### config.mk
export PLATFORM = sky130hd
export DESIGN_NAME = aax_datapath
export DESIGN_NICKNAME = d
export VERILOG_FILES = /design/src/shared/aax_pkg.sv /design/src/logic/aax_adder.sv /design/src/logic/aax_datapath.sv
export SDC_FILE = /design/constraint.sdc
export NUM_CORES = 1
export LEC_CHECK = 0
export BUFFER_PORTS_ARGS = -buffer_cell sky130_fd_sc_hd__buf_2
export CAP_MARGIN = 0
export CORE_ASPECT_RATIO = 1.4
export CORE_MARGIN = 3
export CORE_UTILIZATION = 37
export CTS_CLUSTER_DIAMETER = 120
export DETAILED_ROUTE_END_ITERATION = 8
export PLACE_DENSITY = 0.68
export SLEW_MARGIN = 15
export SYNTH_ARGS = -nofsm -noshare
export SYNTH_HDL_FRONTEND = slang
export SYNTH_HIERARCHICAL = 1
export SYNTH_SLANG_ARGS = --single-unit
### constraint.sdc
create_clock -name I_CLK -period 3.55 [get_ports I_CLK]
set_clock_uncertainty 0.2 [all_clocks]
set_input_delay 0.1775 -clock I_CLK [delete_from_list [all_inputs] [get_ports I_CLK]]
set_output_delay 0.1775 -clock I_CLK [all_outputs]
set_load 0.05 [all_outputs]
### src/shared/aax_pkg.sv
// Purpose: Shared constants and types for the accumulator ALU datapath
// Assumes: 8-bit data, 16-bit program words, sectioned data memory
// Notes:   Opcode codes are local to this block and the decoder
package aax_pkg;

  localparam int unsigned DATA_W     = 8;
  localparam int unsigned SECT_W     = 4;
  localparam int unsigned DM_ADDR_W  = SECT_W + DATA_W;
  localparam int unsigned PM_PAGE_W  = 5;
  localparam int unsigned PM_ADDR_W  = PM_PAGE_W + DATA_W;
  localparam int unsigned PM_DATA_W  = 16;

  // Last program page is the all-ones page
  localparam logic [PM_PAGE_W-1:0] LAST_PAGE   = 5'h1f;
  localparam logic [DATA_W-1:0]    ACC_RST     = 8'h00;
  localparam logic [DATA_W-1:0]    PTR_LOW_RST  = 8'h00;
  localparam logic [DATA_W-1:0]    TBL_HIGH_RST = 8'h00;
  localparam logic [DATA_W-1:0]    CLEAR_BYTE  = 8'h00;
  localparam logic [DATA_W-1:0]    BIT0_MASK   = 8'h01;
  localparam logic [DATA_W-1:0]    ONE_BYTE    = 8'h01;
  localparam int unsigned          SIGN_BIT    = 7;
  localparam int unsigned          NIBBLE_W    = 4;

  typedef enum logic [3:0] {
    AAX_NOP                     = 4'h0,
    AAX_INC_TABLE_READ_LAST_PAGE = 4'h1,
    AAX_XOR_TO_ACC_OP           = 4'h2,
    AAX_XOR_TO_MEMORY_OP        = 4'h3,
    AAX_XOR_IMM_OP              = 4'h4,
    AAX_EXT_ADD_CARRY_TO_ACC    = 4'h5,
    AAX_EXT_ADD_CARRY_TO_MEM    = 4'h6,
    AAX_EXT_ADD_TO_ACC          = 4'h7,
    AAX_EXT_ADD_TO_MEM          = 4'h8,
    AAX_EXT_AND_TO_ACC          = 4'h9,
    AAX_EXT_AND_TO_MEM          = 4'ha,
    AAX_EXT_CLEAR_OP            = 4'hb,
    AAX_EXT_CLEAR_BIT_OP        = 4'hc
  } aax_opcode_type;

  typedef enum logic [1:0] {
    AAX_ST_IDLE     = 2'b00,
    AAX_ST_TBL_WAIT = 2'b01,
    AAX_ST_TBL_CAP  = 2'b10
  } aax_state_type;

  typedef struct packed {
    aax_opcode_type          opcode;
    logic [DM_ADDR_W-1:0]    addr;
    logic [2:0]              bit_sel;
    logic [DATA_W-1:0]       imm;
    logic [DATA_W-1:0]       mem_data;
  } aax_op_type;

  typedef struct packed {
    logic overflow_flag;
    logic z;
    logic aux_carry_flag;
    logic c;
    logic signed_cond_flag;
  } aax_flags_type;

  localparam aax_flags_type FLAGS_RST = '{default: 1'b0};

  function automatic logic aax_is_zero(input logic [DATA_W-1:0] v);
    return (v == CLEAR_BYTE);
  endfunction

  function automatic logic aax_is_ext(input aax_opcode_type op);
    return (op >= AAX_EXT_ADD_CARRY_TO_ACC) && (op <= AAX_EXT_CLEAR_BIT_OP);
  endfunction

endpackage

### src/logic/aax_adder.sv
// Purpose: 8-bit adder with carry-in and full status flag generation
// Assumes: Purely combinational, used by the datapath top
// Notes:   Zero flag comes from the shared zero-detect function
`timescale 1ns/1ps
module aax_adder
  import aax_pkg::*;
(
  input  wire logic [DATA_W-1:0] i_a,     // Accumulator operand
  input  wire logic [DATA_W-1:0] i_b,     // Memory operand
  input  wire logic              i_cin,   // Carry in
  output logic [DATA_W-1:0]      o_sum,   // Result byte
  output aax_flags_type          o_flags  // Flags of the result
);

  logic [DATA_W:0]     full_sum;
  logic [NIBBLE_W:0]   low_sum;

  always_comb begin
    full_sum = {1'b0, i_a} + {1'b0, i_b} + {{DATA_W{1'b0}}, i_cin};
    low_sum  = {1'b0, i_a[NIBBLE_W-1:0]} + {1'b0, i_b[NIBBLE_W-1:0]}
             + {{NIBBLE_W{1'b0}}, i_cin};
    o_sum    = full_sum[DATA_W-1:0];
    o_flags.c              = full_sum[DATA_W];
    o_flags.aux_carry_flag = low_sum[NIBBLE_W];
    // Same-sign operands giving a different-sign result
    o_flags.overflow_flag  = (i_a[SIGN_BIT] == i_b[SIGN_BIT])
                           && (o_sum[SIGN_BIT] != i_a[SIGN_BIT]);
    o_flags.signed_cond_flag = o_sum[SIGN_BIT] ^ o_flags.overflow_flag;
    o_flags.z              = aax_is_zero(o_sum);
  end

endmodule

### src/logic/aax_datapath.sv
// Purpose: Accumulator datapath for table read, XOR and extended ALU ops
// Assumes: Decoder supplies the operand byte with the op; one-cycle PM read
// Notes:   Table read takes three cycles; other ops finish in one
//
// Functional notes
// - Table read bumps pointer low, reads last page, low to memory, high to latch
// - XOR to accumulator: acc xor byte into acc, zero flag only
// - XOR to memory: acc xor byte back into byte, zero flag only
// - XOR immediate: acc xor immediate into acc, zero flag only
// - Extended forms address any data section directly, ignoring section select
// - Extended add with carry into acc, all five arithmetic flags updated
// - Extended add with carry into memory, all five arithmetic flags updated
// - Extended add without carry into acc, all five arithmetic flags updated
// - Extended add without carry into memory, all five arithmetic flags updated
// - Extended AND into acc, zero flag only
// - Extended AND into memory, zero flag only
// - Extended clear writes zero byte, flags unchanged
// - Extended bit clear zeroes one bit, others and flags unchanged
`timescale 1ns/1ps
module aax_datapath
  import aax_pkg::*;
(
  input  wire logic                 I_CLK,        // Core clock
  input  wire logic                 I_ARST_N,     // Async reset, low
  input  wire logic                 I_OP_VALID,   // Op offered
  input  wire aax_op_type           I_OP,         // Op and operands
  input  wire logic [SECT_W-1:0]    I_SECTION,    // Short-form section
  input  wire logic [PM_DATA_W-1:0] I_PM_DATA,    // Program word
  input  wire logic                 I_PTR_LOW_WE,    // Pointer low write
  input  wire logic [DATA_W-1:0]    I_PTR_LOW_WDATA, // Pointer low value
  output logic                      O_BUSY,       // Op not accepted
  output logic [DATA_W-1:0]         O_ACC,        // Accumulator
  output aax_flags_type             O_FLAGS,      // Status flags
  output logic [DATA_W-1:0]         O_PTR_LOW,    // Pointer low
  output logic [DATA_W-1:0]         O_TBL_HIGH,   // Table-high latch
  output logic                      O_MEM_WE,     // Data write pulse
  output logic [DM_ADDR_W-1:0]      O_MEM_ADDR,   // Data write address
  output logic [DATA_W-1:0]         O_MEM_WDATA,  // Data write byte
  output logic                      O_PM_RD,      // Program read pulse
  output logic [PM_ADDR_W-1:0]      O_PM_ADDR     // Program address
);

  //////////////////////////////////////////////////////////////////////////
  // Registers
  aax_state_type          state_reg,    state_next;
  logic [DATA_W-1:0]      acc_reg,      acc_next;
  aax_flags_type          flags_reg,    flags_next;
  logic [DATA_W-1:0]      ptr_low_reg,  ptr_low_next;
  logic [DATA_W-1:0]      tbl_high_reg, tbl_high_next;
  logic                   mem_we_reg,   mem_we_next;
  logic [DM_ADDR_W-1:0]   mem_addr_reg, mem_addr_next;
  logic [DATA_W-1:0]      mem_wdata_reg, mem_wdata_next;
  logic                   pm_rd_reg,    pm_rd_next;
  logic [PM_ADDR_W-1:0]   pm_addr_reg,  pm_addr_next;

  logic                   accept;
  logic                   add_cin;
  logic [DATA_W-1:0]      add_sum;
  aax_flags_type          add_flags;
  logic [DATA_W-1:0]      xor_res;
  logic [DATA_W-1:0]      and_res;
  logic [DATA_W-1:0]      ptr_low_inc;
  logic [DM_ADDR_W-1:0]   op_addr;

  //////////////////////////////////////////////////////////////////////////
  // Operand paths
  assign accept   = I_OP_VALID && (state_reg == AAX_ST_IDLE);
  assign xor_res  = acc_reg ^ I_OP.mem_data;
  assign and_res  = acc_reg & I_OP.mem_data;
  assign ptr_low_inc = ptr_low_reg + ONE_BYTE;
  // Carry feeds in only for the carry-add forms
  assign add_cin  = flags_reg.c && ((I_OP.opcode == AAX_EXT_ADD_CARRY_TO_ACC)
                 || (I_OP.opcode == AAX_EXT_ADD_CARRY_TO_MEM));
  // Extended forms bypass the section select
  assign op_addr  = aax_is_ext(I_OP.opcode) ? I_OP.addr
                  : {I_SECTION, I_OP.addr[DATA_W-1:0]};

  aax_adder u_adder (
    .i_a     (acc_reg),
    .i_b     (I_OP.mem_data),
    .i_cin   (add_cin),
    .o_sum   (add_sum),
    .o_flags (add_flags)
  );

  //////////////////////////////////////////////////////////////////////////
  // Next-state logic
  always_comb begin
    state_next     = state_reg;
    acc_next       = acc_reg;
    flags_next     = flags_reg;
    ptr_low_next   = ptr_low_reg;
    tbl_high_next  = tbl_high_reg;
    mem_we_next    = 1'b0;
    mem_addr_next  = mem_addr_reg;
    mem_wdata_next = mem_wdata_reg;
    pm_rd_next     = 1'b0;
    pm_addr_next   = pm_addr_reg;
    // Software pointer write only lands while no op runs or starts
    if (I_PTR_LOW_WE && (state_reg == AAX_ST_IDLE) && !accept) begin
      ptr_low_next = I_PTR_LOW_WDATA;
    end
    case (state_reg)
      AAX_ST_IDLE: begin
        if (accept) begin
          mem_addr_next = op_addr;
          case (I_OP.opcode)
            AAX_INC_TABLE_READ_LAST_PAGE: begin
              ptr_low_next = ptr_low_inc;
              pm_addr_next = {LAST_PAGE, ptr_low_inc};
              pm_rd_next   = 1'b1;
              state_next   = AAX_ST_TBL_WAIT;
            end
            AAX_XOR_TO_ACC_OP: begin
              acc_next     = xor_res;
              flags_next.z = aax_is_zero(xor_res);
            end
            AAX_XOR_TO_MEMORY_OP: begin
              mem_we_next    = 1'b1;
              mem_wdata_next = xor_res;
              flags_next.z   = aax_is_zero(xor_res);
            end
            AAX_XOR_IMM_OP: begin
              acc_next     = acc_reg ^ I_OP.imm;
              flags_next.z = aax_is_zero(acc_reg ^ I_OP.imm);
            end
            AAX_EXT_ADD_CARRY_TO_ACC, AAX_EXT_ADD_TO_ACC: begin
              acc_next   = add_sum;
              flags_next = add_flags;
            end
            AAX_EXT_ADD_CARRY_TO_MEM, AAX_EXT_ADD_TO_MEM: begin
              mem_we_next    = 1'b1;
              mem_wdata_next = add_sum;
              flags_next     = add_flags;
            end
            AAX_EXT_AND_TO_ACC: begin
              acc_next     = and_res;
              flags_next.z = aax_is_zero(and_res);
            end
            AAX_EXT_AND_TO_MEM: begin
              mem_we_next    = 1'b1;
              mem_wdata_next = and_res;
              flags_next.z   = aax_is_zero(and_res);
            end
            AAX_EXT_CLEAR_OP: begin
              mem_we_next    = 1'b1;
              mem_wdata_next = CLEAR_BYTE;
            end
            AAX_EXT_CLEAR_BIT_OP: begin
              mem_we_next    = 1'b1;
              mem_wdata_next = I_OP.mem_data & ~(BIT0_MASK << I_OP.bit_sel);
            end
            default: begin
              mem_addr_next = mem_addr_reg;
            end
          endcase
        end
      end
      AAX_ST_TBL_WAIT: begin
        state_next = AAX_ST_TBL_CAP;
      end
      AAX_ST_TBL_CAP: begin
        // Word arrives the cycle after the read strobe
        mem_we_next    = 1'b1;
        mem_wdata_next = I_PM_DATA[DATA_W-1:0];
        tbl_high_next  = I_PM_DATA[PM_DATA_W-1:DATA_W];
        state_next     = AAX_ST_IDLE;
      end
      default: begin
        state_next = AAX_ST_IDLE;
      end
    endcase
  end

  //////////////////////////////////////////////////////////////////////////
  // State registers
  always_ff @(posedge I_CLK or negedge I_ARST_N) begin
    if (!I_ARST_N) begin
      state_reg     <= AAX_ST_IDLE;
      acc_reg       <= ACC_RST;
      flags_reg     <= FLAGS_RST;
      ptr_low_reg   <= PTR_LOW_RST;
      tbl_high_reg  <= TBL_HIGH_RST;
      mem_we_reg    <= 1'b0;
      mem_addr_reg  <= '0;
      mem_wdata_reg <= CLEAR_BYTE;
      pm_rd_reg     <= 1'b0;
      pm_addr_reg   <= '0;
    end else begin
      state_reg     <= state_next;
      acc_reg       <= acc_next;
      flags_reg     <= flags_next;
      ptr_low_reg   <= ptr_low_next;
      tbl_high_reg  <= tbl_high_next;
      mem_we_reg    <= mem_we_next;
      mem_addr_reg  <= mem_addr_next;
      mem_wdata_reg <= mem_wdata_next;
      pm_rd_reg     <= pm_rd_next;
      pm_addr_reg   <= pm_addr_next;
    end
  end

  assign O_BUSY      = (state_reg != AAX_ST_IDLE);
  assign O_ACC       = acc_reg;
  assign O_FLAGS     = flags_reg;
  assign O_PTR_LOW   = ptr_low_reg;
  assign O_TBL_HIGH  = tbl_high_reg;
  assign O_MEM_WE    = mem_we_reg;
  assign O_MEM_ADDR  = mem_addr_reg;
  assign O_MEM_WDATA = mem_wdata_reg;
  assign O_PM_RD     = pm_rd_reg;
  assign O_PM_ADDR   = pm_addr_reg;

  logic acc_tbl;
  logic acc_xor_a;
  logic acc_xor_m;
  logic acc_xor_i;
  logic acc_adc_a;
  logic acc_add_m;
  logic acc_and_a;
  logic acc_clr;
  logic acc_clrb;
  logic acc_ext;
  assign acc_tbl   = accept && (I_OP.opcode == AAX_INC_TABLE_READ_LAST_PAGE);
  assign acc_xor_a = accept && (I_OP.opcode == AAX_XOR_TO_ACC_OP);
  assign acc_xor_m = accept && (I_OP.opcode == AAX_XOR_TO_MEMORY_OP);
  assign acc_xor_i = accept && (I_OP.opcode == AAX_XOR_IMM_OP);
  assign acc_adc_a = accept && (I_OP.opcode == AAX_EXT_ADD_CARRY_TO_ACC);
  assign acc_add_m = accept && (I_OP.opcode == AAX_EXT_ADD_TO_MEM);
  assign acc_and_a = accept && (I_OP.opcode == AAX_EXT_AND_TO_ACC);
  assign acc_clr   = accept && (I_OP.opcode == AAX_EXT_CLEAR_OP);
  assign acc_clrb  = accept && (I_OP.opcode == AAX_EXT_CLEAR_BIT_OP);
  assign acc_ext   = accept && aax_is_ext(I_OP.opcode);
endmodule

Yosys cells after proc, flatten, opt, wreduce, memory -nomap -nowiden
Index checks and enable logic that the tools add are counted.
Widths: inputs -> output; s select.
- register bits after elaboration: 62
- input bits: 67
- output and inout port bits: 65
- logic and storage cells: 97
- add/subtract/negate cells: 5
- magnitude comparators: 2
- eq/ne operators: 19
- shift operators: 1
- muxes and demuxes: 19
- bitwise gates (word level): 6
- reductions and logical operators: 31
- operator list (cell ; number):
    $mux 8 ; 5
    $pmux 8 s5 ; 1
    $logic_not 8->1 ; 4
    $pmux 8 s4 ; 1
    $eq 4x4->1 const B ; 5
    $reduce_and 3->1 ; 6
    $and 8x8->8 ; 2
    $eq 4x3->1 const B ; 4
    $pmux 8 s2 ; 1
    $xor 8x8->8 ; 2
    $mux 12 ; 1
    $reduce_or 12->1 ; 1
    $add 8x8->9 ; 1
    $add 9x1->9 ; 1
    $add 8x1->8 const B ; 1
    $eq 4x2->1 const B ; 2
    $not 8->8 ; 1
    $reduce_bool 4->1 ; 2
    $reduce_or 2->1 ; 4
    $shl 1x3->8 const A ; 1
    $logic_and 1x1->1 ; 6
    $ne 6x1->1 const B ; 1
    $reduce_or 6->1 ; 1
    $add 4x4->5 ; 1
    22 further kinds ; 28

Longest topological paths before layout
- depth in word-level cells: 8
- depth in mapped cells: 15

Cells and area by module
Netlist, hierarchy kept.
- by module, submodules not included (module ; times used ; cells an instance ; area each (um2) ; seq. area each (um2)):
    aax_datapath ; 1 ; 367 ; 3648.5 ; 1551.5
    aax_adder ; 1 ; 51 ; 387.9 ; 0.0

Worst setup path after synthesis
No wires, ideal clock.
- kind: register -> register
- start point: reg flags_reg (netlist bit O_FLAGS[1])
- end point: reg acc_reg[4], in the netlist O_ACC[4]
- library setup time: 0.125 ns
- arrival time: 2.745 ns
- required time: 3.225 ns
- slack: 0.480 ns
- cell stages (with the launch flop): 13
- path buffers: 0
- clock period less this slack: 3.070 ns
- cell sequence: dfrtp_1 nor3b_1 inv_1 fa_1 inv_1 fa_1 a21o_2 a21oi_1 xor2_1 inv_1 a22o_1 a221o_1 mux2_2
- word-level cells in the longest chain between the ends: 3
- RTL lines (element ; RTL line ; source):
    start, declared ; aax_datapath.sv:47 ; aax_flags_type flags_reg, flags_next;
    start signal, assigned ; aax_datapath.sv:192 ; flags_reg <= flags_next;
    $logic_and 1x1->1 ; aax_datapath.sv:72 ; assign add_cin = flags_reg.c && ((I_OP.opcode == AAX_EXT_ADD_CARRY_TO_ACC)
    net add_cin ; aax_datapath.sv:57 ; logic add_cin;
    $add 9x1->9 ; aax_adder.sv:19 ; full_sum = {1'b0, i_a} + {1'b0, i_b} + {{DATA_W{1'b0}}, i_cin};
    net add_sum[4] ; aax_datapath.sv:58 ; logic [DATA_W-1:0] add_sum;
    $pmux 8 s4 ; aax_datapath.sv:107 ; case (I_OP.opcode)
    end signal, assigned ; aax_datapath.sv:191 ; acc_reg <= acc_next;
    end, declared ; aax_datapath.sv:46 ; logic [DATA_W-1:0] acc_reg, acc_next;
The timed path passes the listed nets, and every way through them passes these cells.
A chain may end at the register's enable or synchronous reset.

==> results_dict.tcl <==
set metrics [dict create \
    switchingPower_mw 1.97 \
    post-cts-setup-buffer-count 0 \
    internal_power_mw 2.18 \
    cap_violations 0 \
    slew_headroom_pct 31.9 \
    ctsLongestPathBuffers 2 \
    vdd_ir_drop_max_mv 0.396 \
    finalCritPeriodShare_pct 87.0 \
    die-area_mm2 0.0122 \
    worst_setup_path_end_kind "flop" \
    worst-slew-pin-transition_ns 1.02 \
    p_leak_nw 2.65 \
    synth_most_common_cell "dfrtp_1" \
    yosys_warnings 6 \
    die_w_um 94.3 \
    cts_root_buf "clkbuf_16" \
    first_iter_violations 232 \
    pin_count 132 \
    p_sw_share_pct 47.5 \
    syn_inst 418 \
    fin_nets 662 \
    fp.coreArea_mm2 0.0105 \
    ys_seq_area_share_pct 38.4 \
    clk_latency_ns 0.32 \
    wire_per_inst_um 17.1 \
    diodes 0 \
    critPathKind "reg -> reg" \
    grt_setup_unrepaired "no" \
    r2r_end "O_FLAGS[3]$_DFFE_PN0P_" \
    power.density_mw_per_mm2 766 \
    synth_area_mm2 0.00404 \
    clockPowerShare_pct 21.6 \
    drive_gt1_share_pct 34.3 \
    grt_antenna_before_repair 0 \
    wl_mm 12.3 \
    setup_tns_ns 0 \
    cp.required_ns 3.55 \
    grt_pass1_wl_mm 18.7 \
    ant_nets 0 \
    numPortBuffers 131 \
    min_path_type "in -> reg" \
    synth_fp_nets 503 \
    cts_num_sinks 62 \
    dp_worst_setup_slack_ns 0.359 \
    grt_use_total_pct 20.0 \
    drv_slew 0 \
    cp_max_fo 3 \
    drc_errors 0 \
    p_total_mw 4.15 \
    startpoint "O_FLAGS[1]$_DFFE_PN0P_" \
    synth_common_cells "dfrtp_1 (62), nand2_1 (53), mux2_2 (25), nor2_1 (24), o21ai_0 (22)" \
    hold_path_depth 3 \
    crit_path_start_kind "flop" \
    cp_slowest_stage_delay_ns 0.49 \
    yosys.area.top_type_share_pct 38.4 \
    grt-ovfl-total 0 \
    grt_pass1_vias 3649 \
    h-tree-depth 3 \
    hold_viol_final 0 \
    tritoncts "done" \
    ys_top_cells_by_area "dfrtp_1 (38%), mux2_2 (7.0%), ha_1 (5.0%)" \
    die_height_um 130 \
    yosys.cell_types.count 59 \
    synth_top_area_cell "dfrtp_1" \
    largest_reg_flops 12 \
    fp-row-count 44 \
    hold_ws_ns 0.0482 \
    area_growth_pct 34.3 \
    drtPass1Iterations 4 \
    place_congestion 0.913 \
    dp_hpwl_mm 9.45 \
    status "completed" \
    setup_viol 0 \
    max_freq_mhz 324 \
    synth-seq-cells 62 \
    fin_crit_ns 3.09 \
    min-delay-start "I_OP[5]" \
    reg2reg_depth 12 \
    ys.flop_type "dfrtp_1" \
    pwr-share-seq_pct 26.3 \
    synthArstFlopShare_pct 100 \
    vias 3789 \
    fillers 980 \
    start_util_pct 38.4 \
    crit_chain "nor3b_1 -> inv_1 -> fa_1 -> inv_1 -> fa_1 -> a21o_2 -> nand3_1 -> a31oi_1 -> a311oi_1 -> nor4_2 -> a221oi_1 -> a31oi_1" \
    layout_setup_ws_ns 0.462 \
    grt_max_degree 44 \
    clk_pin_slew_worst_paths_ns 0.05 \
    cts_made_buffers 9 \
    cp.arrival_ns 3.09 \
    reg2reg_slack_ns 0.46 \
    critPathSlowestCell "a311oi_1" \
    via_per_inst 5.27 \
    share_comb_of_total_power_pct 52.1 \
    r2r_start "O_FLAGS[1]$_DFFE_PN0P_" \
    synth-edff-count 0 \
    synth_area_per_cell_um2 9.66 \
    holdPathEnd "O_MEM_WDATA[5]$_DFFE_PN0P_" \
]
[worst max-delay path by stage]
stage	depth (start not counted)	endpoint	slack, ns
2_1_floorplan	12	O_ACC[4]$_DFFE_PN0P_	0.48
3_3_place_gp	14	O_FLAGS[3]$_DFFE_PN0P_	0.43
3_5_place_dp	14	O_FLAGS[3]$_DFFE_PN0P_	0.36
4_1_cts	12	O_FLAGS[3]$_DFFE_PN0P_	0.43
5_1_grt	12	O_FLAGS[3]$_DFFE_PN0P_	0.28
6_report	12	O_FLAGS[3]$_DFFE_PN0P_	0.46
[placed cells by master, fill, tap and decap left out, drive strengths merged, types with 2 or more instances in the layout]
cell / count
buf: 139
dfrtp: 62
nand2: 53
dlygate4sd3: 32
mux2: 25
nor2: 25
o21ai: 25
inv: 22
a21oi: 16
ha: 16
a221o: 14
xor2: 13
clkbuf: 12
o22ai: 11
nor3: 11
a31oi: 10
a22o: 10
mux2i: 7
xnor2: 7
nand2b: 7
and3: 6
nand3: 6
a221oi: 6
nor4: 5
o31ai: 5
o21a: 4
o2bb2ai: 3
nor3b: 3
nor2b: 2
and2: 2
fa: 2
or2: 2
or3b: 2
[power groups by stage]
stage | registers, mW | logic (mW) | clock network, mW
after detailed placement | 1.11 | 2.14 | 0
after global placement | 1.09 | 2.13 | 0
final | 1.09 | 2.16 | 0.897
after floorplan | 1.78 | 0.886 | 0
after global routing | 1.12 | 2.31 | 0.941
after CTS | 1.09 | 2.17 | 0.915
[worst max-delay path, delay by kind of cell (launching register included)]
kind | cells | cell delay (ns)
AO/OA/AOI/OAI | 5 | 1.23
adder cells (fa/ha/maj) | 2 | 0.65
buffers and inverters | 2 | 0.14
flip-flops | 1 | 0.38
AND/OR/NAND/NOR | 3 | 0.37
[cell families (layout without fill, tap and decap cells)]
group	count (synthesis)	count (layout)	synth area share [%]
simple gates	128	128	16.3
compound gates	113	113	20.9
flops	62	62	38.4
buf+inv	45	208	5.33
mux	32	32	8.71
xor+xnor	20	20	4.34
fa+ha+maj	18	18	5.95
[metal layers]
metal | share of wire (%) | track usage [%] | wire length, µm
met1 | 39 | 23.5 | 4840
met2 | 52 | 35.0 | 6320
met3 | 5.4 | 3.48 | 667
met4 | 3.6 | 9.61 | 439
met5 | 0 | 0 | 0
[layout make-up]
class / count / area [µm²] / area share [%]
well taps: 138 / 173 / 3.18
repair buffers: 171 / 1040 / 19.1
clock buffers: 12 / 267 / 4.92
clock inverters: 3 / 42.5 / 0.785
multi-input cells: 311 / 2270 / 41.9
flip-flops and latches: 62 / 1550 / 28.6
inverters: 22 / 82.6 / 1.52
[through the flow]
| stage | instance area, µm² | instances | util (%) |
|---|---|---|---|
| 3_5_place_dp | 4790 | 672 | 45.6 |
| 6_report | 5420 | 719 | 51.6 |
| 5_1_grt | 5420 | 719 | 51.6 |
| 2_1_floorplan | 4040 | 418 | - |
| 3_3_place_gp | 4790 | 672 | 45.6 |
| 4_1_cts | 5420 | 719 | 51.6 |
[timing repair]
item | in CTS | in global routing
gates resized for setup | 0 | 0
hold buffers | 32 | 0
hold endpoints to repair | 73 | 0
(Power assumes the default switching activity.)
